$ cat src/design/coproc_pkg.sv
// Constants shared by the processor end and the coprocessor end.
// Assumes one clock (clk) and a synchronous active-high reset (rst).
// Operation
// (RULE_01) Up to sixteen coprocessors, selected by number field.
// (RULE_02) Absent and busy idle high unless handshaking.
// (RULE_03) Strobe low on executed coprocessor/undefined instruction.
// (RULE_04) Matching coprocessor drives absent low to claim.
// (RULE_05) Nobody claims: processor takes undefined trap.
// (RULE_06) Only claiming coprocessor drives busy low when ready.
// (RULE_07) Busy-wait; enabled interrupt abandons the handshake.
// (RULE_08) All handshake lines sampled on rising clock edge.
// (RULE_09) All three low commits; transfers start next cycle.
// (RULE_10) Strobe high before commit: coprocessor discards instruction.
// (RULE_11) Data operations complete at not-busy, no transfers.
// (RULE_12) Coprocessor copies fetched words into own pipeline.
// (RULE_13) One word per clock, direction from load bit.
// (RULE_14) Address steps one word; absent+busy high ends.
// (RULE_15) Coprocessor allows at most sixteen transfer words.
// (RULE_16) Processor not interruptible once transfers have begun.
// (RULE_17) Register transfer: request and sequential both high.
// (RULE_18) Bus enable when free; one clock times transfer.
// (RULE_19) Privileged instructions gated by user-mode output.
// (RULE_20) Actions before not-busy are repeatable.
// (RULE_21) Register result presented cycle after not-busy.
// (RULE_22) Bit 27 zero means undefined: stay absent.

package coproc_pkg;
	localparam int DATA_W = 32;
	localparam int ADDR_W = 32;
	localparam int CP_COUNT = 16;
	localparam int CPNUM_LSB = 8;
	localparam int CPNUM_W = 4;
	localparam int CLASS_BIT = 27;
	localparam int CLASS_LSB = 24;
	localparam int LOAD_BIT = 20;
	localparam int MAX_WORDS = 16;
	localparam logic [31:0] WORD_STEP = 32'h0000_0004;
	localparam logic [31:0] ADDR_RESET = 32'h0000_0000;
	localparam logic [31:0] INSTR_RESET = 32'h0000_0000;
	localparam logic [7:0] OP_LATENCY = 8'h03;

	// Instruction kinds seen on the handshake
	typedef enum logic [1:0] {
		KIND_DATA_OP = 2'h0,
		KIND_MEM_XFER = 2'h1,
		KIND_REG_XFER = 2'h2
	} kind_type;

	function automatic kind_type decode_kind(input logic [31:0] ins);
		if (ins[CLASS_LSB + 1])
			decode_kind = ins[4] ? KIND_REG_XFER : KIND_DATA_OP;
		else
			decode_kind = KIND_MEM_XFER;
	endfunction
endpackage

$ cat src/design/coproc_if.sv
// Coprocessor handshake and shared data bus between the two ends.
// Assumes the testbench resolves the data bus from the two enables.
`timescale 1ns/100ps

interface coproc_if;
	logic coproc_instr_strobe_n;
	logic coproc_absent;
	logic coproc_busy;
	logic opcode_fetch_n;
	logic memory_request_n;
	logic sequential_cycle;
	logic translate_user_n;
	logic data_bus_enable;
	logic [31:0] addr;
	logic [31:0] cpu_dout;
	logic cpu_doe;
	logic [31:0] cp_dout;
	logic cp_doe;
	logic [31:0] bus_din;

	modport processor (
		output coproc_instr_strobe_n,
		input coproc_absent,
		input coproc_busy,
		output opcode_fetch_n,
		output memory_request_n,
		output sequential_cycle,
		output translate_user_n,
		output addr,
		output cpu_dout,
		output cpu_doe,
		input data_bus_enable,
		input bus_din
	);

	modport coprocessor (
		input coproc_instr_strobe_n,
		output coproc_absent,
		output coproc_busy,
		input opcode_fetch_n,
		input memory_request_n,
		input sequential_cycle,
		input translate_user_n,
		input data_bus_enable,
		output cp_dout,
		output cp_doe,
		input bus_din
	);
endinterface

$ cat src/design/instr_pipe.sv
// Three-stage copy of the fetched instruction stream.
// Assumes fetch_n marks a word on din that is an instruction fetch.
`timescale 1ns/100ps

module instr_pipe #(
	parameter int DEPTH = 3
) (
	input wire logic clk,
	input wire logic rst,
	input wire logic fetch_n,
	input wire logic [31:0] din,
	output logic [31:0] exec_instr
);
	logic [31:0] stage_r [DEPTH];
	logic [31:0] stage_nxt [DEPTH];

	always_comb begin
		for (int i = 0; i < DEPTH; i++) begin
			stage_nxt[i] = stage_r[i];
		end
		if (!fetch_n) begin // RULE_12
			stage_nxt[0] = din;
			for (int i = 1; i < DEPTH; i++) begin
				stage_nxt[i] = stage_r[i - 1];
			end
		end
	end

	always_ff @(posedge clk) begin
		for (int i = 0; i < DEPTH; i++) begin
			if (rst)
				stage_r[i] <= coproc_pkg::INSTR_RESET;
			else
				stage_r[i] <= stage_nxt[i];
		end
	end

	assign exec_instr = stage_r[DEPTH - 1];
endmodule

$ cat src/design/coproc_end.sv
// Coprocessor end: claims, busy handshake and data transfers.
// Assumes the processor keeps its own side of the handshake.
`timescale 1ns/100ps

module coproc_end #(
	parameter logic [3:0] MY_NUMBER = 4'h1,
	parameter logic PRIV_ONLY = 1'b0,
	parameter int WORDS = 4
) (
	input wire logic clk,
	input wire logic rst,
	coproc_if.coprocessor bus,
	input wire logic enabled,
	input wire logic [31:0] reg_value,
	output logic [31:0] load_word,
	output logic load_valid,
	output logic committed,
	output logic discarded
);
	typedef enum logic [4:0] {
		S_IDLE = 5'b00001,
		S_BUSY = 5'b00010,
		S_XFER = 5'b00100,
		S_REG = 5'b01000,
		S_DONE = 5'b10000
	} state_type;

	localparam int CNT_W = 5;
	localparam int CAP = (WORDS > coproc_pkg::MAX_WORDS) ?
		coproc_pkg::MAX_WORDS : WORDS;

	state_type state_r, state_nxt;
	logic [7:0] wait_r, wait_nxt;
	logic [CNT_W-1:0] cnt_r, cnt_nxt;
	logic [31:0] out_r, out_nxt;
	logic [31:0] ld_r, ld_nxt;
	logic ldv_r, ldv_nxt;
	logic [31:0] instr;
	logic mine, load_dir, priv_ok, was_strobed_r, strobed_nxt;
	coproc_pkg::kind_type kind;

	instr_pipe #(.DEPTH(3)) instr_pipe_inst (
		.clk(clk),
		.rst(rst),
		.fetch_n(bus.opcode_fetch_n),
		.din(bus.bus_din),
		.exec_instr(instr)
	);

	assign kind = coproc_pkg::decode_kind(instr);
	assign load_dir = instr[coproc_pkg::LOAD_BIT]; // RULE_13
	assign priv_ok = !PRIV_ONLY || bus.translate_user_n; // RULE_19
	assign mine = instr[coproc_pkg::CLASS_BIT] && enabled && priv_ok && // RULE_22
		(instr[coproc_pkg::CPNUM_LSB +: coproc_pkg::CPNUM_W] == MY_NUMBER);

	always_comb begin
		state_nxt = state_r;
		wait_nxt = wait_r;
		cnt_nxt = cnt_r;
		out_nxt = out_r;
		ld_nxt = ld_r;
		ldv_nxt = 1'b0;
		strobed_nxt = was_strobed_r;
		case (state_r)
			S_IDLE: begin
				strobed_nxt = 1'b0;
				if (!bus.coproc_instr_strobe_n && mine) begin // RULE_04
					state_nxt = S_BUSY;
					wait_nxt = coproc_pkg::OP_LATENCY;
					strobed_nxt = 1'b1;
				end
			end
			S_BUSY: begin
				// Nothing irreversible happens here
				if (bus.coproc_instr_strobe_n) begin // RULE_10 RULE_20
					state_nxt = S_IDLE;
				end else if (wait_r == 8'h00) begin
					// Sampled all low: committed
					out_nxt = reg_value; // RULE_21
					cnt_nxt = '0;
					case (kind)
						coproc_pkg::KIND_DATA_OP: state_nxt = S_DONE; // RULE_11
						coproc_pkg::KIND_REG_XFER: state_nxt = S_REG;
						default: state_nxt = S_XFER; // RULE_09
					endcase
				end else begin
					wait_nxt = wait_r - 8'h01;
				end
			end
			S_XFER: begin
				if (load_dir && bus.data_bus_enable) begin
					ld_nxt = bus.bus_din;
					ldv_nxt = 1'b1;
				end
				cnt_nxt = cnt_r + 5'd1;
				out_nxt = out_r + 32'h0000_0001;
				if (cnt_r == CNT_W'(CAP - 1)) // RULE_15
					state_nxt = S_DONE;
			end
			S_REG: begin
				// Hold the cycle until the bus is granted
				if (bus.data_bus_enable) begin // RULE_18
					if (!load_dir) begin
						ld_nxt = bus.bus_din;
						ldv_nxt = 1'b1;
					end
					state_nxt = S_DONE;
				end
			end
			S_DONE: state_nxt = S_IDLE;
			default: state_nxt = S_IDLE;
		endcase
	end

	always_ff @(posedge clk) begin // RULE_08
		if (rst) begin
			state_r <= S_IDLE;
			wait_r <= 8'h00;
			cnt_r <= '0;
			out_r <= coproc_pkg::INSTR_RESET;
			ld_r <= coproc_pkg::INSTR_RESET;
			ldv_r <= 1'b0;
			was_strobed_r <= 1'b0;
		end else begin
			state_r <= state_nxt;
			wait_r <= wait_nxt;
			cnt_r <= cnt_nxt;
			out_r <= out_nxt;
			ld_r <= ld_nxt;
			ldv_r <= ldv_nxt;
			was_strobed_r <= strobed_nxt;
		end
	end

	// Absent low while claimed or before the last memory word; high otherwise
	assign bus.coproc_absent = !(state_r == S_BUSY || // RULE_02 RULE_14
		(state_r == S_XFER && cnt_r != CNT_W'(CAP - 1)));
	assign bus.coproc_busy = !((state_r == S_BUSY && wait_r == 8'h00) || // RULE_06
		(state_r == S_XFER && cnt_r != CNT_W'(CAP - 1)));
	assign bus.cp_dout = out_r;
	// Stores out of the coprocessor and reads back to the processor drive
	assign bus.cp_doe = bus.data_bus_enable && // RULE_13
		((state_r == S_XFER && !load_dir) ||
		(state_r == S_REG && load_dir));
	assign load_word = ld_r;
	assign load_valid = ldv_r;
	assign committed = (state_r == S_BUSY) && (state_nxt != S_IDLE) &&
		(state_nxt != S_BUSY);
	assign discarded = (state_r == S_BUSY) && bus.coproc_instr_strobe_n &&
		was_strobed_r;
endmodule

$ cat src/flat_wrapper.sv
// flat-port wrapper written by rule: the top's interface ports become plain ports
module coproc_end_flat 
#(
	parameter logic [3:0] MY_NUMBER = 4'h1,
	parameter logic PRIV_ONLY = 1'b0,
	parameter int WORDS = 4
)
  (clk, rst, enabled, reg_value, load_word, load_valid, committed, discarded, bus_coproc_instr_strobe_n, bus_coproc_absent, bus_coproc_busy, bus_opcode_fetch_n, bus_memory_request_n, bus_sequential_cycle, bus_translate_user_n, bus_data_bus_enable, bus_cp_dout, bus_cp_doe, bus_bus_din);
  coproc_if bus_i ();
  input wire logic clk;
  input wire logic rst;
  input wire logic enabled;
  input wire logic [31:0] reg_value;
  output logic [31:0] load_word;
  output logic load_valid;
  output logic committed;
  output logic discarded;
  input wire logic [$bits(bus_i.coproc_instr_strobe_n)-1:0] bus_coproc_instr_strobe_n;
  output wire logic [$bits(bus_i.coproc_absent)-1:0] bus_coproc_absent;
  output wire logic [$bits(bus_i.coproc_busy)-1:0] bus_coproc_busy;
  input wire logic [$bits(bus_i.opcode_fetch_n)-1:0] bus_opcode_fetch_n;
  input wire logic [$bits(bus_i.memory_request_n)-1:0] bus_memory_request_n;
  input wire logic [$bits(bus_i.sequential_cycle)-1:0] bus_sequential_cycle;
  input wire logic [$bits(bus_i.translate_user_n)-1:0] bus_translate_user_n;
  input wire logic [$bits(bus_i.data_bus_enable)-1:0] bus_data_bus_enable;
  output wire logic [$bits(bus_i.cp_dout)-1:0] bus_cp_dout;
  output wire logic [$bits(bus_i.cp_doe)-1:0] bus_cp_doe;
  input wire logic [$bits(bus_i.bus_din)-1:0] bus_bus_din;
  assign bus_i.coproc_instr_strobe_n = bus_coproc_instr_strobe_n;
  assign bus_coproc_absent = bus_i.coproc_absent;
  assign bus_coproc_busy = bus_i.coproc_busy;
  assign bus_i.opcode_fetch_n = bus_opcode_fetch_n;
  assign bus_i.memory_request_n = bus_memory_request_n;
  assign bus_i.sequential_cycle = bus_sequential_cycle;
  assign bus_i.translate_user_n = bus_translate_user_n;
  assign bus_i.data_bus_enable = bus_data_bus_enable;
  assign bus_cp_dout = bus_i.cp_dout;
  assign bus_cp_doe = bus_i.cp_doe;
  assign bus_i.bus_din = bus_bus_din;
  coproc_end #(.MY_NUMBER(MY_NUMBER), .PRIV_ONLY(PRIV_ONLY), .WORDS(WORDS)) u_core (.clk(clk), .rst(rst), .bus(bus_i), .enabled(enabled), .reg_value(reg_value), .load_word(load_word), .load_valid(load_valid), .committed(committed), .discarded(discarded));
endmodule
$ cat config.mk
export PLATFORM = sky130hd
export DESIGN_NAME = coproc_end_flat
export DESIGN_NICKNAME = d
export VERILOG_FILES = /design/src/design/coproc_pkg.sv /design/src/design/coproc_if.sv /design/src/design/instr_pipe.sv /design/src/design/coproc_end.sv /design/src/flat_wrapper.sv
export SDC_FILE = /design/constraint.sdc
export NUM_CORES = 1
export LEC_CHECK = 0
export ABC_AREA = 1
export BUFFER_PORTS_ARGS = -buffer_cell sky130_fd_sc_hd__buf_2
export CORE_UTILIZATION = 30
export DETAILED_ROUTE_END_ITERATION = 8
export SETUP_SLACK_MARGIN = 0.05
export SYNTH_ARGS = -nofsm -noshare
export SYNTH_HDL_FRONTEND = slang
export SYNTH_HIERARCHICAL = 1
export SYNTH_SLANG_ARGS = --single-unit
$ cat constraint.sdc
create_clock -name clk -period 2.95 [get_ports clk]
set_input_delay 0.4425 -clock clk [delete_from_list [all_inputs] [get_ports clk]]
set_output_delay 0.4425 -clock clk [all_outputs]
set_load 0.1 [all_outputs]
-- Word-level counts from Yosys, hierarchy flattened
Memory sizes are Yosys's and may differ from the RTL's.
Index checks and enable logic that the tools add are counted.
- register bits after elaboration: 84
- bits in latches: 0
- bits in writable memories: 96
- memory bits (read-only): 0
- bits of input ports: 73
- output and inout port bits: 70
- word-level logic and storage cells: 94
- memories: 1
- add/subtract/negate cells: 3
- multiply operators: 0
- div/mod/pow operators: 0
- magnitude comparators: 0
- equality and inequality tests: 17
- shift operators: 0
- mux-type cells: 35
- bitwise gates (word level): 3
- reduce and logical (&&, ||, !) cells: 28
- memories (memory ; words ; bits a word ; read ports ; clocked after memory_dff ; write ports ; RTL line ; source):
    u_core.instr_pipe_inst.stage_r ; 3 ; 32 ; 3 ; 0 ; 3 ; instr_pipe.sv:14 ; logic [31:0] stage_r [DEPTH];
- operator list (operator ; number):
    $mux W32 ; 8
    $pmux W32 S2 ; 2
    $mux W96 ; 1
    $mux W5 ; 7
    $add A32 B1 Y32 const B ; 1
    $mux W8 ; 3
    $pmux W5 S2 ; 2
    $pmux W5 S4 ; 1
    $pmux W8 S2 ; 1
    $logic_and A1 B1 Y1 ; 13
    $eq A5 B2 Y1 const B ; 2
    $ne A5 B2 Y1 const B ; 2
    $logic_not A8 Y1 ; 1
    $ne A2 B2 Y1 const B ; 4
    $reduce_and A4 Y1 ; 2
    $sub A8 B1 Y8 const B ; 1
    $mux W1 ; 7
    $ne A2 B1 Y1 const B ; 3
    $reduce_bool A2 Y1 ; 3
    $add A5 B1 Y5 const B ; 1
    $eq A5 B1 Y1 const B ; 1
    $eq A5 B3 Y1 const B ; 1
    $eq A5 B4 Y1 const B ; 1
    $ne A5 B1 Y1 const B ; 1
    other kinds (9) ; 17

-- Logic depth before layout (Yosys ltp)
Gate-level depths: netlist of run 1.
An unclocked memory read counts as a cell.
- depth in word-level cells: 11
- gate-level depth with buffers: 11
- mapped depth without buffers: 10

-- Modules after synthesis
Netlist of run 1, hierarchy kept.
- modules (own cells, without submodules) (module ; instances ; cells an instance ; area an instance (um^2) ; sequential area each (um^2)):
    coproc_end ; 1 ; 747 ; 4604.4 ; 1681.6
    instr_pipe ; 1 ; 608 ; 4013.8 ; 1921.8

-- Least setup slack after synthesis of run 1
No wires, ideal clock.
- path type: reg-to-output
- start point: reg u_core.state_r[1]
- end point: out bus_cp_doe
- arrival: 3.173 ns
- required time: 2.508 ns
- slack: -0.665 ns
- stages on the path, launching flop included: 9
- path buffers: 1
- cells stage by stage: dfxtp_1 -> inv_1 -> nand3_1 -> inv_2 -> nand2_2 -> inv_2 -> buf_2 -> nor2_1 -> a211oi_1
- cells in the longest elaborated chain, start to end: 4
- elaborated cells on any way between the ends: 6
- classes of those cells: eq/ne: 2; reduce/logical: 4
- ends and longest elaborated chain (element ; RTL line ; source):
    start, declared ; coproc_end.sv:32 ; state_type state_r, state_nxt;
    start signal, assigned ; coproc_end.sv:125 ; state_r <= state_nxt;
    $eq A5 B3 Y1 or $eq A5 B4 Y1 (tied branches) ; coproc_end.sv:143, coproc_end.sv:144 ;
    $logic_and A1 B1 Y1 (on tied branches) ; coproc_end.sv:143, coproc_end.sv:144 ;
    $logic_or A1 B1 Y1 (*) ; coproc_end.sv:143 ; ((state_r == S_XFER && !load_dir) ||
    $logic_and A1 B1 Y1 (*) ; coproc_end.sv:142 ; assign bus.cp_doe = bus.data_bus_enable &&
    end, declared ; flat_wrapper.sv:27 ; output wire logic [$bits(bus_i.cp_doe)-1:0] bus_cp_doe;
Every way passes the cells marked *; elsewhere a longest branch is shown, timed or not.

-- Worst setup path in the final report of run 1
- start point: reg u_core.state_r[3]
- end point: out committed
- cells in the longest elaborated chain, start to end: 6
- elaborated cells on any way between the ends: 14
- classes of those cells: eq/ne: 6; mux: 6; reduce/logical: 2
- ends and longest elaborated chain (element ; RTL line ; source):
    $mux W5 ; coproc_end.sv:77 ; end else if (wait_r == 8'h00) begin
    $mux W5 ; coproc_end.sv:75 ; if (bus.coproc_instr_strobe_n) begin
    $pmux W5 S4 ; coproc_end.sv:64 ; case (state_r)
    $ne A5 B1 Y1 ; coproc_end.sv:147 ; assign committed = (state_r == S_BUSY) && (state_nxt != S_IDLE) &&
    $logic_and A1 B1 Y1 ; coproc_end.sv:147 ;
    $logic_and A1 B1 Y1 (*) ; coproc_end.sv:147 ;
    end, declared ; flat_wrapper.sv:16 ; output logic committed;
Marked as above.

==> results of run 1 <==
==> power by group through the flow <==
stage	Sequential [mW]	Clock, mW	Combinational [mW]
finish	1.49	1.28	0.168
detailed placement	1.53	0	0.169
global route	1.49	1.36	0.194
global placement	1.53	0	0.168
CTS	1.49	1.32	0.170
floorplan	1.52	0	0.131
==> critical path, stage by stage (launching register included) <==
cell and delay, ps:
dfxtp_1 340, nor2_2 150, nand4_2 310, nor2_4 280, nand2_2 180, inv_1 110
buf_2 430
==> cell usage in the layout (no fill, tap or decap), types with 6 or more instances in the layout <==
master and n:
clkbuf_16 9, or2_2 6, dfxtp_1 108, nor2_1 206
inv_1 85, a21oi_1 44, o21ai_1 7, buf_2 138
buf_4 6, nand3_1 56, o21ai_0 61, nand2_1 240
==> metal layers <==
metal	track usage [%]	vias to the layer above	wire length, um
met4	5.03	0	240
li1	-	3051	-
met5	0	-	0
met1	20.2	2517	7200
met3	3.85	16	1090
met2	25.8	176	6920
==> area by class of cell <==
type	instances	area (sq um)	share of cell area, %
multi-input cells	665	2910	42.6
flip-flops and latches	108	2160	31.7
repair buffers	146	776	11.4
inverters	90	338	4.95
well taps	260	325	4.76
clock buffers	9	225	3.30
clock inverters	7	93.8	1.37
diodes	1	2.50	0.0366
==> metrics by stage <==
stage          power [mW]  hold slack (ps)  cells  worst slack, ps  cell area [sq um]
2_1_floorplan        1.65              445    923              300               5840
3_3_place_gp         1.69              452   1269              674               6510
3_5_place_dp         1.69              462   1269              660               6510
4_1_cts              2.98              275   1285              295               6830
5_1_grt              3.05              288   1285              150               6830
6_report             2.94              294   1286              344               6830
==> worst max-delay path by stage <==
stage,endpoint,startpoint,cells after the start
after floorplan,bus_coproc_absent,u_core/state_r[1],7
after global placement,u_core/bus.cp_dout[14],u_core/state_r[3],11
after detailed placement,u_core/bus.cp_dout[14],u_core/state_r[3],11
after CTS,committed,u_core/state_r[3],6
after global routing,committed,u_core/state_r[3],6
final,committed,u_core/state_r[3],6
==> registers in the layout (all words and copies together), names as in the netlist <==
signal / count
u_core/was_strobed_r: 1
u_core/state_r: 5
u_core/cnt_r: 5
u_core/wait_r: 8
u_core/load_word: 32
u_core/load_valid: 1
u_core/bus.cp_dout: 32
u_core/instr_pipe_inst/stage_r: 24
==> results_dict.tcl, run 1 <==
set metrics [dict create \
    hold_path_class "in2reg" \
    grt.overflow.total 0 \
    vias 5760 \
    final_core_util_pct 36.2 \
    min_from "bus_bus_din[30]" \
    ff2ff_path_depth 11 \
    yosys_warnings 6 \
    portBuffers 139 \
    grt_pass1_vias 5288 \
    cts_resized 0 \
    coreArea_sq_um 18900 \
    rsz0062_at_grt "false" \
    r2r_slack_ps 670 \
    cp-end-kind "output port" \
    max-clock-path-buffers 2 \
    drt_first_pass_iters 5 \
    pwr-share-clk_pct 43.5 \
    p_seq_share_pct 50.7 \
    critPathLaunchType "flop" \
    grt_usage_pct 15.7 \
    syn_avg_cell_area_sq_um 6.31 \
    cp.arrival_ps 2160 \
    htreeDepth 3 \
    pin_count 143 \
    post_cts_buffers 0 \
    skew_ps 11.8 \
    p_sw_share_pct 26.3 \
    drv_slew 0 \
    syn_to_final_growth_pct 17.2 \
    antenna_found_initial 1 \
    grt_pass1_wl_mm 25.2 \
    hold_end "u_core/load_word[30]" \
    cts_hold_buffers 0 \
    required_ps 2510 \
    gp_congestion 0.916 \
    synth_cells 923 \
    worst_slew_pin_slew_ps 759 \
    p_int_mw 2.17 \
    grt_start_max_net_pins 49 \
    hold_path_depth 3 \
    cts-root-buf "clkbuf_16" \
    critPathMaxFanout 11 \
    status "complete, no violations" \
    die_y_um 141 \
    cts_buffers 9 \
    combPwrFrac_pct 5.7 \
    syn_nets 999 \
    viasPerCell 4.48 \
    drcViolationCount 0 \
    drt_wl_total_mm 15.5 \
    ant_nets 0 \
    tns_ps 0 \
    die-area_sq_um 20000 \
    synth_area_sq_um 5830 \
    p_sw_uw 772 \
    avgRoutedWirePerCell_um 12.0 \
    die_width_um 141 \
    vdd_drop_max_mv 0.250 \
    drive_gt1_share_pct 17.9 \
    fmax_mhz 384 \
    finalSetupViolCount 0 \
    hpwl_mm 10.7 \
    clk-insertion-delay-late_ps 370 \
    cts_tree "yes" \
    clock-sinks 108 \
    max_cap_viol_count 0 \
    rows 50 \
    slew_headroom_pct 49.4 \
    p_leak_nw 3.11 \
    initial_core_util_pct 30.8 \
    path_clk_slew_ps 90 \
    post-route-period-util_pct 88.3 \
    hold_viol 0 \
    r2r-end "u_core/bus.cp_dout[10]" \
    drt-initial-drc-count 332 \
    n_fill_cell 2135 \
    critical_path_class "reg2out" \
    reg2reg_from "u_core/state_r[3]" \
    cellPowerDensity_nw_per_um2 430 \
    finalNetCount 1096 \
    post-route-min-period_ps 2610 \
]
Power figures use the tool's default switching activity.
==> inputs of run 2 (changes only) <==
CORE_UTILIZATION = 29   (was 30)
==> results_dict.tcl, run 2 (synthesis results as in run 1) <==
set metrics [dict create \
    post-route-period-util_pct 84.5 \
    grt.overflow.total 0 \
    vdd_drop_max_mv 0.286 \
    reg2reg_from "u_core/wait_r[0]" \
    gp_congestion 0.948 \
    n_antenna_cell 0 \
    p_leak_nw 3.11 \
    grt_pass1_vias 5156 \
    layout.cells.non_filler 1291 \
    final_core_util_pct 34.9 \
    p_sw_uw 764 \
    max_cap_viol_count 0 \
    skew_ps 12.5 \
    post-route-min-period_ps 2490 \
    worst_slew_pin_slew_ps 761 \
    initial_core_util_pct 29.7 \
    cts_buffers 9 \
    cts-root-buf "clkbuf_16" \
    vias 5786 \
    finalSetupViolCount 0 \
    clk-insertion-delay-late_ps 370 \
    htreeDepth 3 \
    hold_path_class "in2reg" \
    hold_ws_ps 292 \
    portBuffers 139 \
    coreArea_sq_um 19600 \
    p_sw_share_pct 26.1 \
    final_common_cell "nand2_1" \
    combPwrFrac_pct 5.7 \
    drt_wl_total_mm 15.6 \
    cp.arrival_ps 2050 \
    worst-path-buf-inv 3 \
    hold_path_depth 3 \
    hold_end "u_core/load_word[5]" \
    fmax_mhz 401 \
    min_from "bus_bus_din[5]" \
    crit_slowest_cell "buf_2" \
    cts_hold_buffers 0 \
    crit_path_frequent_cell "inv_1" \
    status "complete, no violations" \
    p_int_mw 2.16 \
    pin_count 143 \
    grt_usage_pct 15.5 \
    pwr-share-clk_pct 43.4 \
    critPathLaunchType "flop" \
    p_seq_share_pct 50.9 \
    finalNetCount 1097 \
    die-area_sq_um 20700 \
    drt-initial-drc-count 297 \
    r2r_slack_ps 790 \
    syn_to_final_growth_pct 17.4 \
    path_clk_slew_ps 90 \
    die_width_um 144 \
    max-clock-path-buffers 2 \
    slew_headroom_pct 49.3 \
    path_depth 7 \
    critical_path_class "reg2out" \
    rsz0062_at_grt "false" \
    grt_pass1_wl_mm 25.2 \
    antenna_found_initial 1 \
    critPathMaxFanout 9 \
    hpwl_mm 11.0 \
    drcViolationCount 0 \
    r2r-end "u_core/bus.cp_dout[0]" \
    ant_nets 0 \
    required_ps 2510 \
    drt_first_pass_iters 5 \
    viasPerCell 4.48 \
    cts_tree "yes" \
    final_cell_mix "240 x nand2_1, 206 x nor2_1, 138 x buf_2" \
    rows 51 \
    ff2ff_path_depth 10 \
    max_stage_delay_ps 430 \
    cts_resized 0 \
    clock-sinks 108 \
    worstPathCellList "inv_1 -> ha_1 -> nand3_1 -> nor2_2 -> nand2_2 -> inv_1 -> buf_2" \
    tns_ps 0 \
    drive_gt1_share_pct 17.9 \
    cellPowerDensity_nw_per_um2 428 \
    hold_viol 0 \
    avgRoutedWirePerCell_um 12.1 \
    critical-path-top-delay-family "buffers and inverters" \
    drv_slew 0 \
    post_cts_buffers 0 \
    grt_start_max_net_pins 49 \
    die_y_um 144 \
    dp.cells 1275 \
    cp-end-kind "output port" \
]
## run 2: cell count changes in the layout (fill, tap and decap cells not counted), sizes merged
cell,delta
inv,+1
clkinv,-1
buf,+1
diode,-1
## run 2: cell type report
type / instances / area, sq um
clock buffer: 9 / 225
sequential: 108 / 2160
tap: 265 / 332
multi-input combinational: 665 / 2910
clock inverter: 7 / 88.8
inverter: 90 / 338
timing repair buffer: 147 / 783
fill: 2201 / 12800
## run 2: worst min-delay path, cell delays in order
cell and delay, ps:
buf_2 80, nor2_1 40, nor2_1 80
## run 2: metal layers
metal | vias to the layer above | GRT usage (%) | part of all wire (%)
met5 | - | 0 | 0.083
met4 | 2 | 4.65 | 1.7
met3 | 25 | 3.80 | 7.5
met2 | 196 | 25.6 | 45
met1 | 2515 | 19.7 | 46
li1 | 3048 | - | -
## run 2: worst max-delay path by stage
stage                       from                    end  slack (ps)
6_report        u_core/wait_r[0]              committed         460
5_1_grt         u_core/wait_r[0]              committed         280
4_1_cts          u_core/cnt_r[0]      bus_coproc_absent         410
3_5_place_dp    u_core/wait_r[0]  u_core/bus.cp_dout[0]         790
3_3_place_gp    u_core/wait_r[0]  u_core/bus.cp_dout[0]         810
2_1_floorplan  u_core/state_r[1]      bus_coproc_absent         300
## run 2: per-stage QoR
stage	power, mW	area [sq um]	setup WS (ps)
global route	3.05	6840	277
global placement	1.69	6520	813
floorplan	1.65	5840	300
CTS	2.97	6840	414
finish	2.93	6840	457
detailed placement	1.69	6520	787
## run 2: power groups by stage
stage / logic [mW] / clock network [mW] / registers (mW)
finish: 0.168 / 1.27 / 1.49
global route: 0.192 / 1.36 / 1.49
CTS: 0.169 / 1.31 / 1.49
detailed placement: 0.168 / 0 / 1.53
global placement: 0.168 / 0 / 1.53
floorplan: 0.131 / 0 / 1.52
==> inputs of run 3 (changes only) <==
ABC_AREA = 0   (was 1)
clock period = 2 ns   (was 2.95 ns; I/O delays follow)
==> results_dict.tcl, run 3 <==
set metrics [dict create \
    fmax_mhz 437 \
    finalSetupViolCount 46 \
    grt_pass1_wl_mm 23.4 \
    dp.cells 960 \
    critical_path_class "reg2out" \
    min_from "bus_bus_din[2]" \
    portBuffers 139 \
    cts-root-buf "clkbuf_16" \
    avgRoutedWirePerCell_um 14.8 \
    cts_buffers 9 \
    cellPowerDensity_nw_per_um2 555 \
    antenna_found_initial 0 \
    max_cap_viol_count 0 \
    critPathMaxFanout 2 \
    syn_nets 659 \
    drt_first_pass_iters 4 \
    initial_core_util_pct 30.0 \
    worstPathCellList "or3_4 -> nor4_4 -> o221a_4 -> nand4_4 -> clkinv_4 -> buf_12" \
    required_ps 1700 \
    max_stage_delay_ps 400 \
    cts_hold_buffers 0 \
    n_antenna_cell 0 \
    final_common_cell "buf_2" \
    met2_usage_pct 26.0 \
    grt_start_max_net_pins 61 \
    power.total_mw 4.21 \
    drv_slew 0 \
    die-area_sq_um 18000 \
    post-route-period-util_pct 115 \
    die_y_um 134 \
    cts_tree "yes" \
    p_leak_nw 3.14 \
    ant_nets 0 \
    grt_util_met1_pct 21.2 \
    pin_count 143 \
    skew_ps 8.38 \
    drt_wl_total_mm 15.0 \
    die_width_um 134 \
    grt_usage_pct 16.2 \
    syn_to_final_growth_pct 50.0 \
    reg2reg_from "u_core/wait_r[4]" \
    gr-max-usage-layer "met2" \
    max-clock-path-buffers 2 \
    drcViolationCount 0 \
    hold_viol 0 \
    status "complete, but fails checks" \
    grt_use_met3_pct 4.69 \
    drive_gt1_share_pct 47.3 \
    gp_congestion 0.804 \
    critPathLaunchType "flop" \
    post-route-min-period_ps 2290 \
    layout.cells.non_filler 1010 \
    worst_slew_pin_slew_ps 687 \
    crit_start "u_core/wait_r[4]" \
    worst_slack_ps -290 \
    synth_cells 583 \
    hold_path_class "in2reg" \
    grt.overflow.total 0 \
    grt_pass1_vias 4546 \
    yosys_warnings 6 \
    rsz0062_at_grt "true" \
    vdd_drop_max_mv 0.500 \
    cp-end-kind "output port" \
    violations "negative setup slack" \
    rows 47 \
    viasPerCell 4.96 \
    syn_avg_cell_area_sq_um 8.67 \
    clk-insertion-delay-late_ps 350 \
    htreeDepth 3 \
    crit_slowest_cell "or3_4" \
    synth_area_sq_um 5050 \
    vias 5009 \
    slew_headroom_pct 54.2 \
    finalNetCount 862 \
    cp.arrival_ps 1990 \
    clock-sinks 108 \
    hpwl_mm 9.81 \
    coreArea_sq_um 16800 \
    final_cell_mix "133 x buf_2, 90 x nand2_1, 73 x dfxtp_1" \
    drt-initial-drc-count 219 \
    path_clk_slew_ps 70 \
]
-- run 3: final timing paths --
check	to	cells after the start	slack [ps]
setup reg to reg	u_core/bus.cp_dout[31]	8	-260
hold / removal	u_core/load_word[2]	3	180
setup / recovery	committed	6	-290
hold reg to reg	u_core/load_word[31]	2	450
-- run 3: power by group --
part	total [mW]	switching, mW	internal [mW]
clock	1.86	0.815	1.05
sequential	2.15	0.0103	2.14
combinational	0.197	0.103	0.0940
total	4.21	0.929	3.28
-- run 3: timing repair --
action | in CTS | in global routing
hold endpoints to repair | 0 | 0
resized for setup | 61 | 46
endpoints found under the setup margin | 47 | 85
setup buffers | 17 | 25
pin swaps | 28 | 37
cloned | 2 | 3
-- run 3: stage by stage --
stage | cell area [sq um] | hold WS (ps) | setup WS [ps] | util [%] | setup TNS (ps)
2_1_floorplan | 5300 | 436 | -274 | - | -5560
3_3_place_gp | 6530 | 439 | -97.5 | 38.8 | -2140
3_5_place_dp | 6530 | 445 | -238 | 38.8 | -2960
6_report | 7580 | 177 | -290 | 45.1 | -5510
5_1_grt | 7580 | 164 | -357 | 45.1 | -9270
4_1_cts | 7230 | 166 | -372 | 43.0 | -5270
-- run 3: cell type report --
cell class / count / area (sq um)
clock buffer: 11 / 253
fill: 1656 / 9240
multi-input combinational: 419 / 2910
timing repair buffer: 240 / 1800
clock inverter: 4 / 56.3
tap: 220 / 275
inverter: 8 / 35.0
sequential: 108 / 2250
-- run 3: layer usage --
layer  part of all wire, %  vias up
met5                     0        -
met4                   1.2        0
met3                   7.4       11
met2                    47      159
met1                    44     2367
li1                      -     2472
-- run 3: critical path, delay by kind of cell, from the launching register on --
family	cells	cell delay, ps
simple gates	3	810
flops	1	320
buf+inv	2	260
compound gates	1	250
